$ cat src/core/led_fault_pkg.sv
// constants for the led fault status readout block
// assumes a 50 MHz system clock and synchronous active-high reset
package led_fault_pkg;

    // ------------------------------------------------------------------
    // geometry
    // ------------------------------------------------------------------
    localparam int CHANNELS = 16;
    localparam int MSB_IDX  = CHANNELS - 1;

    // ------------------------------------------------------------------
    // timing
    // ------------------------------------------------------------------
    localparam int CLK_PERIOD_NS    = 20;
    localparam int VALID_DELAY_NS   = 1000;
    localparam int STEP_DELAY_NS    = 30;
    // least times round up to whole cycles
    localparam int VALID_DELAY_CYC  = (VALID_DELAY_NS + CLK_PERIOD_NS - 1) / CLK_PERIOD_NS;
    localparam int STEP_DELAY_CYC   = (STEP_DELAY_NS + CLK_PERIOD_NS - 1) / CLK_PERIOD_NS;
    localparam int TIMER_W          = 8;
    localparam logic [TIMER_W-1:0] TIMER_MAX =
        TIMER_W'(VALID_DELAY_CYC + STEP_DELAY_CYC * MSB_IDX);

    // ------------------------------------------------------------------
    // register bus map
    // ------------------------------------------------------------------
    localparam logic [3:0] ADDR_CTRL   = 4'h0;
    localparam logic [3:0] ADDR_STATUS = 4'h4;
    localparam logic [3:0] ADDR_ONOFF  = 4'h8;
    localparam logic [3:0] ADDR_LATCH  = 4'hc;
    localparam logic [1:0] RESP_OKAY   = 2'b00;
    localparam logic [1:0] RESP_SLVERR = 2'b10;
    localparam int CTRL_BLANK_BIT = 0;
    localparam int CTRL_MODE_BIT  = 1;

    // ------------------------------------------------------------------
    // strobe tracking
    // ------------------------------------------------------------------
    typedef enum logic [2:0] {
        ST_IDLE  = 3'b001,
        ST_FORCE = 3'b010,
        ST_SHIFT = 3'b100
    } strobe_state_e;

endpackage

$ cat src/core/open_led_detect.sv
// per-channel open-led detection with staggered validity delay
// assumes synchronised blank, on/off and low-voltage inputs
`timescale 1ns/1ps
module open_led_detect
    import led_fault_pkg::*;
(
    // clock and reset
    input  wire logic                clk_in,
    input  wire logic                rst_in,
    // channel conditions
    input  wire logic                blank_in,
    input  wire logic [CHANNELS-1:0] onoff_in,
    input  wire logic [CHANNELS-1:0] low_volt_in,
    // flags
    output logic      [CHANNELS-1:0] flag_out
);

    logic [TIMER_W-1:0] on_timer_reg [CHANNELS];

    function automatic logic [TIMER_W-1:0] valid_at(input int ch);
        return TIMER_W'(VALID_DELAY_CYC + STEP_DELAY_CYC * ch);
    endfunction

    // ------------------------------------------------------------------
    // turn-on timers and flags
    // ------------------------------------------------------------------
    always_ff @(posedge clk_in)
    begin
        for (int ch = 0; ch < CHANNELS; ch++)
        begin
            if (rst_in || blank_in || !onoff_in[ch])
                on_timer_reg[ch] <= '0;
            else if (on_timer_reg[ch] != TIMER_MAX)
                on_timer_reg[ch] <= on_timer_reg[ch] + TIMER_W'(1);
        end
    end

    always_ff @(posedge clk_in)
    begin
        for (int ch = 0; ch < CHANNELS; ch++)
        begin
            if (rst_in)
                flag_out[ch] <= 1'b0;
            else
                flag_out[ch] <= !blank_in && onoff_in[ch] && low_volt_in[ch]
                                && (on_timer_reg[ch] >= valid_at(ch));
        end
    end

endmodule

$ cat src/core/led_fault_status_readout.sv
// Overview of operation
// - overtemperature sets thermal flag, pulls error low
// - cooling clears thermal flag, releases error output
// - open flag needs blank low, on, low voltage
// - any open channel pulls error output low
// - 16-bit status, channel 15 shifted first
// - only faulty and switched-on channel reads one
// - open flag valid only after turn-on delay
// - each channel's validity offset one step later
// - mode low: strobe rise captures all open flags, not the thermal flag
// - latch holds capture until next strobe rise
// - strobe high forces shift register to latch
// - strobe high: serial output shows channel 15
// - strobe fall keeps loaded values, stops forcing
// - each shift clock rise presents next lower channel
// - shifting works with blank high or low
// - forcing beats shifting while strobe high
// - mode low gives 16-bit shift register
// - shift clock rise moves serial input in
// - blank high masks open flags from error output
//
// top of the led fault status readout; pins arrive asynchronously and are
// synchronised to clk_in; on/off data and the blank mask come in over axi4-lite
//
// Our own choices: the placing of the registers and the AXI4-Lite interface to the registers.
`timescale 1ns/1ps
module led_fault_status_readout
    import led_fault_pkg::*;
(
    // clock and reset
    input  wire logic                clk_in,
    input  wire logic                rst_in,
    // serial link pins
    input  wire logic                shift_clk_in,
    input  wire logic                serial_in,
    input  wire logic                latch_strobe_in,
    input  wire logic                blank_in,
    input  wire logic                mode_in,
    output logic                     serial_out,
    // open-drain error pin
    output logic                     error_out_n,
    output logic                     error_oe_n_out,
    // analog sense inputs
    input  wire logic                overtemp_in,
    input  wire logic [CHANNELS-1:0] low_volt_in,
    // axi4-lite write address
    input  wire logic                s_axi_awvalid,
    output logic                     s_axi_awready,
    input  wire logic [3:0]          s_axi_awaddr,
    // axi4-lite write data
    input  wire logic                s_axi_wvalid,
    output logic                     s_axi_wready,
    input  wire logic [31:0]         s_axi_wdata,
    input  wire logic [3:0]          s_axi_wstrb,
    // axi4-lite write response
    output logic                     s_axi_bvalid,
    input  wire logic                s_axi_bready,
    output logic      [1:0]          s_axi_bresp,
    // axi4-lite read address
    input  wire logic                s_axi_arvalid,
    output logic                     s_axi_arready,
    input  wire logic [3:0]          s_axi_araddr,
    // axi4-lite read data
    output logic                     s_axi_rvalid,
    input  wire logic                s_axi_rready,
    output logic      [31:0]         s_axi_rdata,
    output logic      [1:0]          s_axi_rresp
);

    // ------------------------------------------------------------------
    // declarations
    // ------------------------------------------------------------------
    localparam int SYNC_W = 5 + CHANNELS;
    logic [SYNC_W-1:0]   sync1_reg;
    logic [SYNC_W-1:0]   sync2_reg;
    logic                sclk_s;
    logic                sin_s;
    logic                strobe_s;
    logic                blank_s;
    logic                mode_s;
    logic [CHANNELS-1:0] low_volt_s;
    logic                sclk_prev_reg;
    logic                strobe_prev_reg;
    logic                ot_meta_reg;
    logic                ot_sync_reg;
    logic [CHANNELS-1:0] open_led_flag;
    logic [CHANNELS-1:0] status_latch_reg;
    logic [CHANNELS-1:0] shift_reg;
    logic                thermal_error_flag;
    logic                sclk_rise;
    logic                strobe_rise;
    logic                strobe_fall;
    strobe_state_e       state_reg;
    logic [CHANNELS-1:0] onoff_reg;
    logic                blank_mask_reg;
    logic                aw_hold_reg;
    logic                w_hold_reg;
    logic [3:0]          aw_addr_reg;
    logic [31:0]         w_data_reg;
    logic [3:0]          w_strb_reg;
    logic                do_write;

    // ------------------------------------------------------------------
    // pin synchronisers
    // ------------------------------------------------------------------
    always_ff @(posedge clk_in)
    begin
        if (rst_in)
        begin
            sync1_reg <= '0;
            sync2_reg <= '0;
        end
        else
        begin
            sync1_reg <= {low_volt_in, shift_clk_in, serial_in,
                          latch_strobe_in, blank_in, mode_in};
            sync2_reg <= sync1_reg;
        end
    end

    assign sclk_s   = sync2_reg[4];
    assign sin_s    = sync2_reg[3];
    assign strobe_s = sync2_reg[2];
    assign blank_s  = sync2_reg[1] | blank_mask_reg;
    assign mode_s   = sync2_reg[0];
    assign low_volt_s = sync2_reg[SYNC_W-1 -: CHANNELS];

    always_ff @(posedge clk_in)
    begin
        if (rst_in)
        begin
            ot_meta_reg <= 1'b0;
            ot_sync_reg <= 1'b0;
        end
        else
        begin
            ot_meta_reg <= overtemp_in;
            ot_sync_reg <= ot_meta_reg;
        end
    end

    assign thermal_error_flag = ot_sync_reg;

    // ------------------------------------------------------------------
    // edge detection
    // ------------------------------------------------------------------
    always_ff @(posedge clk_in)
    begin
        if (rst_in)
        begin
            sclk_prev_reg   <= 1'b0;
            strobe_prev_reg <= 1'b0;
        end
        else
        begin
            sclk_prev_reg   <= sclk_s;
            strobe_prev_reg <= strobe_s;
        end
    end

    assign sclk_rise   = sclk_s && !sclk_prev_reg;
    assign strobe_rise = strobe_s && !strobe_prev_reg;
    assign strobe_fall = !strobe_s && strobe_prev_reg;

    // ------------------------------------------------------------------
    // open-led detection
    // ------------------------------------------------------------------
    open_led_detect u_detect
    (
        .clk_in      (clk_in),
        .rst_in      (rst_in),
        .blank_in    (blank_s),
        .onoff_in    (onoff_reg),
        .low_volt_in (low_volt_s),
        .flag_out    (open_led_flag)
    );

    // ------------------------------------------------------------------
    // status latch
    // ------------------------------------------------------------------
    always_ff @(posedge clk_in)
    begin
        if (rst_in)
            status_latch_reg <= '0;
        else if (strobe_rise && !mode_s)
            status_latch_reg <= open_led_flag;
    end

    // ------------------------------------------------------------------
    // strobe state
    // ------------------------------------------------------------------
    always_ff @(posedge clk_in)
    begin
        if (rst_in)
            state_reg <= ST_IDLE;
        else
        begin
            case (state_reg)
                ST_IDLE:  if (strobe_rise && !mode_s) state_reg <= ST_FORCE;
                ST_FORCE: if (strobe_fall) state_reg <= ST_SHIFT;
                ST_SHIFT: if (strobe_rise && !mode_s) state_reg <= ST_FORCE;
                default:  state_reg <= ST_IDLE;
            endcase
        end
    end

    // ------------------------------------------------------------------
    // input shift register
    // ------------------------------------------------------------------
    always_ff @(posedge clk_in)
    begin
        if (rst_in)
            shift_reg <= '0;
        else if (strobe_rise && !mode_s)
            shift_reg <= open_led_flag;
        else if (state_reg == ST_FORCE && strobe_s)
            shift_reg <= status_latch_reg;
        else if (!strobe_s && sclk_rise && !mode_s)
            shift_reg <= {shift_reg[MSB_IDX-1:0], sin_s};
    end

    // ------------------------------------------------------------------
    // outputs
    // ------------------------------------------------------------------
    always_ff @(posedge clk_in)
    begin
        if (rst_in)
            serial_out <= 1'b0;
        else if (strobe_rise && !mode_s)
            serial_out <= open_led_flag[MSB_IDX];
        else if (!strobe_s && sclk_rise && !mode_s)
            serial_out <= shift_reg[MSB_IDX-1];
        else
            serial_out <= shift_reg[MSB_IDX];
    end

    always_ff @(posedge clk_in)
    begin
        if (rst_in)
            error_oe_n_out <= 1'b1;
        else
            error_oe_n_out <= !(thermal_error_flag || |open_led_flag);
    end

    always_ff @(posedge clk_in)
    begin
        if (rst_in)
            error_out_n <= 1'b1;
        else
            error_out_n <= 1'b0;
    end

    // ------------------------------------------------------------------
    // axi4-lite write path
    // ------------------------------------------------------------------
    assign do_write = aw_hold_reg && w_hold_reg && !s_axi_bvalid;

    always_ff @(posedge clk_in)
    begin
        if (rst_in)
        begin
            aw_hold_reg   <= 1'b0;
            w_hold_reg    <= 1'b0;
            aw_addr_reg   <= '0;
            w_data_reg    <= '0;
            w_strb_reg    <= '0;
            s_axi_awready <= 1'b1;
            s_axi_wready  <= 1'b1;
            s_axi_bvalid  <= 1'b0;
            s_axi_bresp   <= RESP_OKAY;
        end
        else
        begin
            if (s_axi_awvalid && s_axi_awready)
            begin
                aw_hold_reg   <= 1'b1;
                aw_addr_reg   <= s_axi_awaddr;
                s_axi_awready <= 1'b0;
            end
            if (s_axi_wvalid && s_axi_wready)
            begin
                w_hold_reg   <= 1'b1;
                w_data_reg   <= s_axi_wdata;
                w_strb_reg   <= s_axi_wstrb;
                s_axi_wready <= 1'b0;
            end
            if (do_write)
            begin
                aw_hold_reg  <= 1'b0;
                w_hold_reg   <= 1'b0;
                s_axi_bvalid <= 1'b1;
                s_axi_bresp  <= (aw_addr_reg == ADDR_CTRL || aw_addr_reg == ADDR_ONOFF)
                                ? RESP_OKAY : RESP_SLVERR;
            end
            if (s_axi_bvalid && s_axi_bready)
            begin
                s_axi_bvalid  <= 1'b0;
                s_axi_awready <= 1'b1;
                s_axi_wready  <= 1'b1;
            end
        end
    end

    always_ff @(posedge clk_in)
    begin
        if (rst_in)
        begin
            onoff_reg      <= '0;
            blank_mask_reg <= 1'b0;
        end
        else if (do_write)
        begin
            if (aw_addr_reg == ADDR_ONOFF)
            begin
                if (w_strb_reg[0]) onoff_reg[7:0]  <= w_data_reg[7:0];
                if (w_strb_reg[1]) onoff_reg[15:8] <= w_data_reg[15:8];
            end
            if (aw_addr_reg == ADDR_CTRL && w_strb_reg[0])
                blank_mask_reg <= w_data_reg[CTRL_BLANK_BIT];
        end
    end

    // ------------------------------------------------------------------
    // axi4-lite read path
    // ------------------------------------------------------------------
    always_ff @(posedge clk_in)
    begin
        if (rst_in)
        begin
            s_axi_arready <= 1'b1;
            s_axi_rvalid  <= 1'b0;
            s_axi_rdata   <= '0;
            s_axi_rresp   <= RESP_OKAY;
        end
        else if (s_axi_arvalid && s_axi_arready)
        begin
            s_axi_arready <= 1'b0;
            s_axi_rvalid  <= 1'b1;
            s_axi_rresp   <= RESP_OKAY;
            case (s_axi_araddr)
                ADDR_CTRL:   s_axi_rdata <= {30'h0, mode_s, blank_mask_reg};
                ADDR_STATUS: s_axi_rdata <= {15'h0, thermal_error_flag, open_led_flag};
                ADDR_ONOFF:  s_axi_rdata <= {16'h0, onoff_reg};
                ADDR_LATCH:  s_axi_rdata <= {16'h0, status_latch_reg};
                default:
                begin
                    s_axi_rdata <= '0;
                    s_axi_rresp <= RESP_SLVERR;
                end
            endcase
        end
        else if (s_axi_rvalid && s_axi_rready)
        begin
            s_axi_rvalid  <= 1'b0;
            s_axi_arready <= 1'b1;
        end
    end

endmodule

$ cat config.mk
export PLATFORM = sky130hd
export DESIGN_NAME = led_fault_status_readout
export DESIGN_NICKNAME = d
export VERILOG_FILES = /design/src/core/led_fault_pkg.sv /design/src/core/open_led_detect.sv /design/src/core/led_fault_status_readout.sv
export SDC_FILE = /design/constraint.sdc
export NUM_CORES = 1
export LEC_CHECK = 0
export ABC_AREA = 1
export BUFFER_PORTS_ARGS = -buffer_cell sky130_fd_sc_hd__buf_4
export CORE_MARGIN = 4
export CORE_UTILIZATION = 46
export DETAILED_ROUTE_END_ITERATION = 8
export PLACE_DENSITY = 0.63
export SLEW_MARGIN = 20
export SYNTH_ARGS = -nofsm -noshare
export SYNTH_HDL_FRONTEND = slang
export SYNTH_SLANG_ARGS = --single-unit
$ cat constraint.sdc
create_clock -name clk_in -period 2.1 [get_ports clk_in]
set_input_delay 0.105 -clock clk_in [delete_from_list [all_inputs] [get_ports clk_in]]
set_output_delay 0.105 -clock clk_in [all_outputs]
set_load 0.005 [all_outputs]
==> impl_metrics.toml <==
[floorplan]
num_rows = 63
die_x_um = 181.7
ios = 117
fp.dieH_um = 181.7
core_mm2 = 0.02972
dieArea_mm2 = 0.03301
start_util_pct = 46.69

[clocking]
cts_buffers = 31
cts.htree.levels = 1
tritoncts = "built"
cts-resized-gates = 0
clockBufferDepth = 3
clkLatencyLatePin_ns = 0.55
clkSinkCount = 293
cts_root_buf = "clkbuf_16"
clkSlewWorstSetupHoldPaths_ns = 0.06

[logic_synthesis]
yosysUniqueCellTypes = 52
syn_inst = 1662
avgSynthCellArea_um2 = 8.349
synth.most_common_cell = "nand2_1"
synth_edf_count = 128
yosysSeqAreaShare_pct = 51.51
synthArstFlopShare_pct = 0
netlist_area_mm2 = 0.01388
synth_largest_area_cell = "edfxtp_1"
synthTopCellsByCount = "nand2_1, nor2_1, inv_1"
synth_area_leaders = "edfxtp_1, dfxtp_1, nand2_1, nor2_1, inv_1"
ys_warn_count = 0
synthFlopType = "dfxtp_1"
ys_ff_latch = 293
synth_top_area_share_pct = 27.70

[critical_path]
cp-endpoint = "u_detect.on_timer_reg[9][3]"
r2r-start = "blank_mask_reg"
crit_fanout = 9
reg2reg_to = "u_detect.on_timer_reg[9][3]"
worstPathArrival_ns = 1.89
rrSetupSlack_ns = 0.36
worstPathRequired_ns = 2.25
crit_slowest_cell = "nand4_1"
reg2reg_depth = 5
critPathCaptureType = "register"
cp-startpoint = "blank_mask_reg"
crit_chain = "nor2_1, nand2_2, buf_4, nor2_4, nand4_1"
start_kind = "register"
crit_type = "register to register"
cpPeakStageDelay_ns = 0.40

[timing]
hold_slack_ns = 0.03949
rsz0062_at_grt = "false"
setup_tns_ns = 0
worst_pin_slew_ns = 0.6994
drv_slew = 0
setup_slack_ns = 0.3640
layout_worst_path_cycle_share_pct = 82.67
setup-violations-final = 0
fmax_mhz = 576.0
relSlewSlack_pct = 53.22
finClkSkew_ns = 0.02068
period_needed_ns = 1.736
hold_viol = 0

[drt]
drt_iter0_markers = 745
finalWirelength_um = 29910
ant_nets = 0
vias = 10990
dr.pass1.iters = 5
wl_per_cell_um = 13.51
vias_per_cell = 4.962
drc_errors = 0

[place]
port_buffers = 81
dp_slack_ns = 0.3269
dp_hpwl_um = 20760
gp_congestion = 0.8341

[global_routing]
grt_max_degree = 63
grt_usage_pct = 17.72
grt_pass1_vias = 10220
grt_pass1_wl_um = 49560
antenna_found_initial = 0
grt_overflow = 0

[pwr]
cellLeakagePower_nw = 6.657
p_per_area_mw_per_mm2 = 762.1
max-vdd-ir-drop_uv = 717.7

[layout]
largest_reg_flops = 128
fin_nets = 1913
num_antenna_cells = 0
drive_gt1_share_pct = 11.51
area_growth_pct = 17.67
finish.utilization_pct = 54.95

[min_path]
hp-class = "input port to register"

[flow_run]
drv_cap = 0

[status]
status = "finished clean"
[worst min path at each step]
stage | start | to | depth (start not counted)
final | s_axi_araddr[2] | s_axi_rdata[16] | 5
after global routing | s_axi_araddr[2] | s_axi_rdata[16] | 5
after CTS | s_axi_araddr[2] | s_axi_rdata[16] | 5
after detailed placement | low_volt_in[7] | sync1_reg[12] | 3
after global placement | low_volt_in[1] | sync1_reg[6] | 3
after floorplan | rst_in | error_out_n | 0
[per-layer routing]
metal	vias to the layer above	share of wire [%]	track usage, %
met1	5066	49	25.97
met3	42	5.1	2.444
met2	254	44	28.06
met5	-	0	0
li1	5623	-	-
met4	0	2.1	3.993
[final cells by class]
type	instances	area, um2
fillers	2705	13390
flip-flops and latches	293	7147
multi-input cells	1099	5523
repair buffers	146	1229
clock buffers	41	939.7
inverters	229	862.1
well taps	390	488.0
clock inverters	16	140.1
[where the power goes]
part	switching [mW]	internal (mW)
Clock	2.26	3.39
Sequential	0.0756	6.03
Combinational	0.380	0.296
[placed cells by master, fill, tap and decap left out, types with 5 or more instances in the layout]
master         synthesis  routed
nand4_1               19      19
nand2_2                9       9
clkbuf_16              0      36
nand3_1              108     108
ha_1                  40      40
nand3b_1               5       5
conb_1                 1      17
a21oi_1              112     112
nor2_1               256     255
o21ai_0               80      80
nor3_1                47      47
xnor2_1                8       8
xor2_1                23      23
a21oi_2               10      10
or2_2                 17      17
dlygate4sd3_1          0      53
clkinv_2               0       8
nor2_4                11      11
nand2_1              288     288
edfxtp_1             128     128
buf_4                 21      93
nor3b_1               12      12
or2_1                  5       5
a31oi_1                6       6
inv_1                223     223
dfxtp_1              165     165
[metrics by stage]
step,power (mW),instance area (um2),cells
detailed placement,6.823,14720,2104
floorplan,6.636,13940,1678
global placement,6.814,14720,2104
finish,12.44,16330,2214
CTS,12.57,16330,2214
global route,12.88,16330,2214
[logic make-up after synthesis]
group	share of synthesized area, %
and+or+nand+nor	25.32
DFF	51.51
buffers and inverters	9.143
AOI/OAI and AO/OA	8.440
adders and majority gates	3.607
xor gates and xnor gates	1.957
other	0.02703
[worst max-delay path: cells and delay by family, from the launching register on]
family                 cells  cell delay, ns
AND/OR/NAND/NOR            4            0.78
flip-flops                 1            0.33
buffers and inverters      1            0.23
[what timing repair did]
item	CTS	global route
endpoints found under the hold margin	51	0
buffers inserted	0	0
hold buffers	53	0
Power figures use the tool's default switching activity.
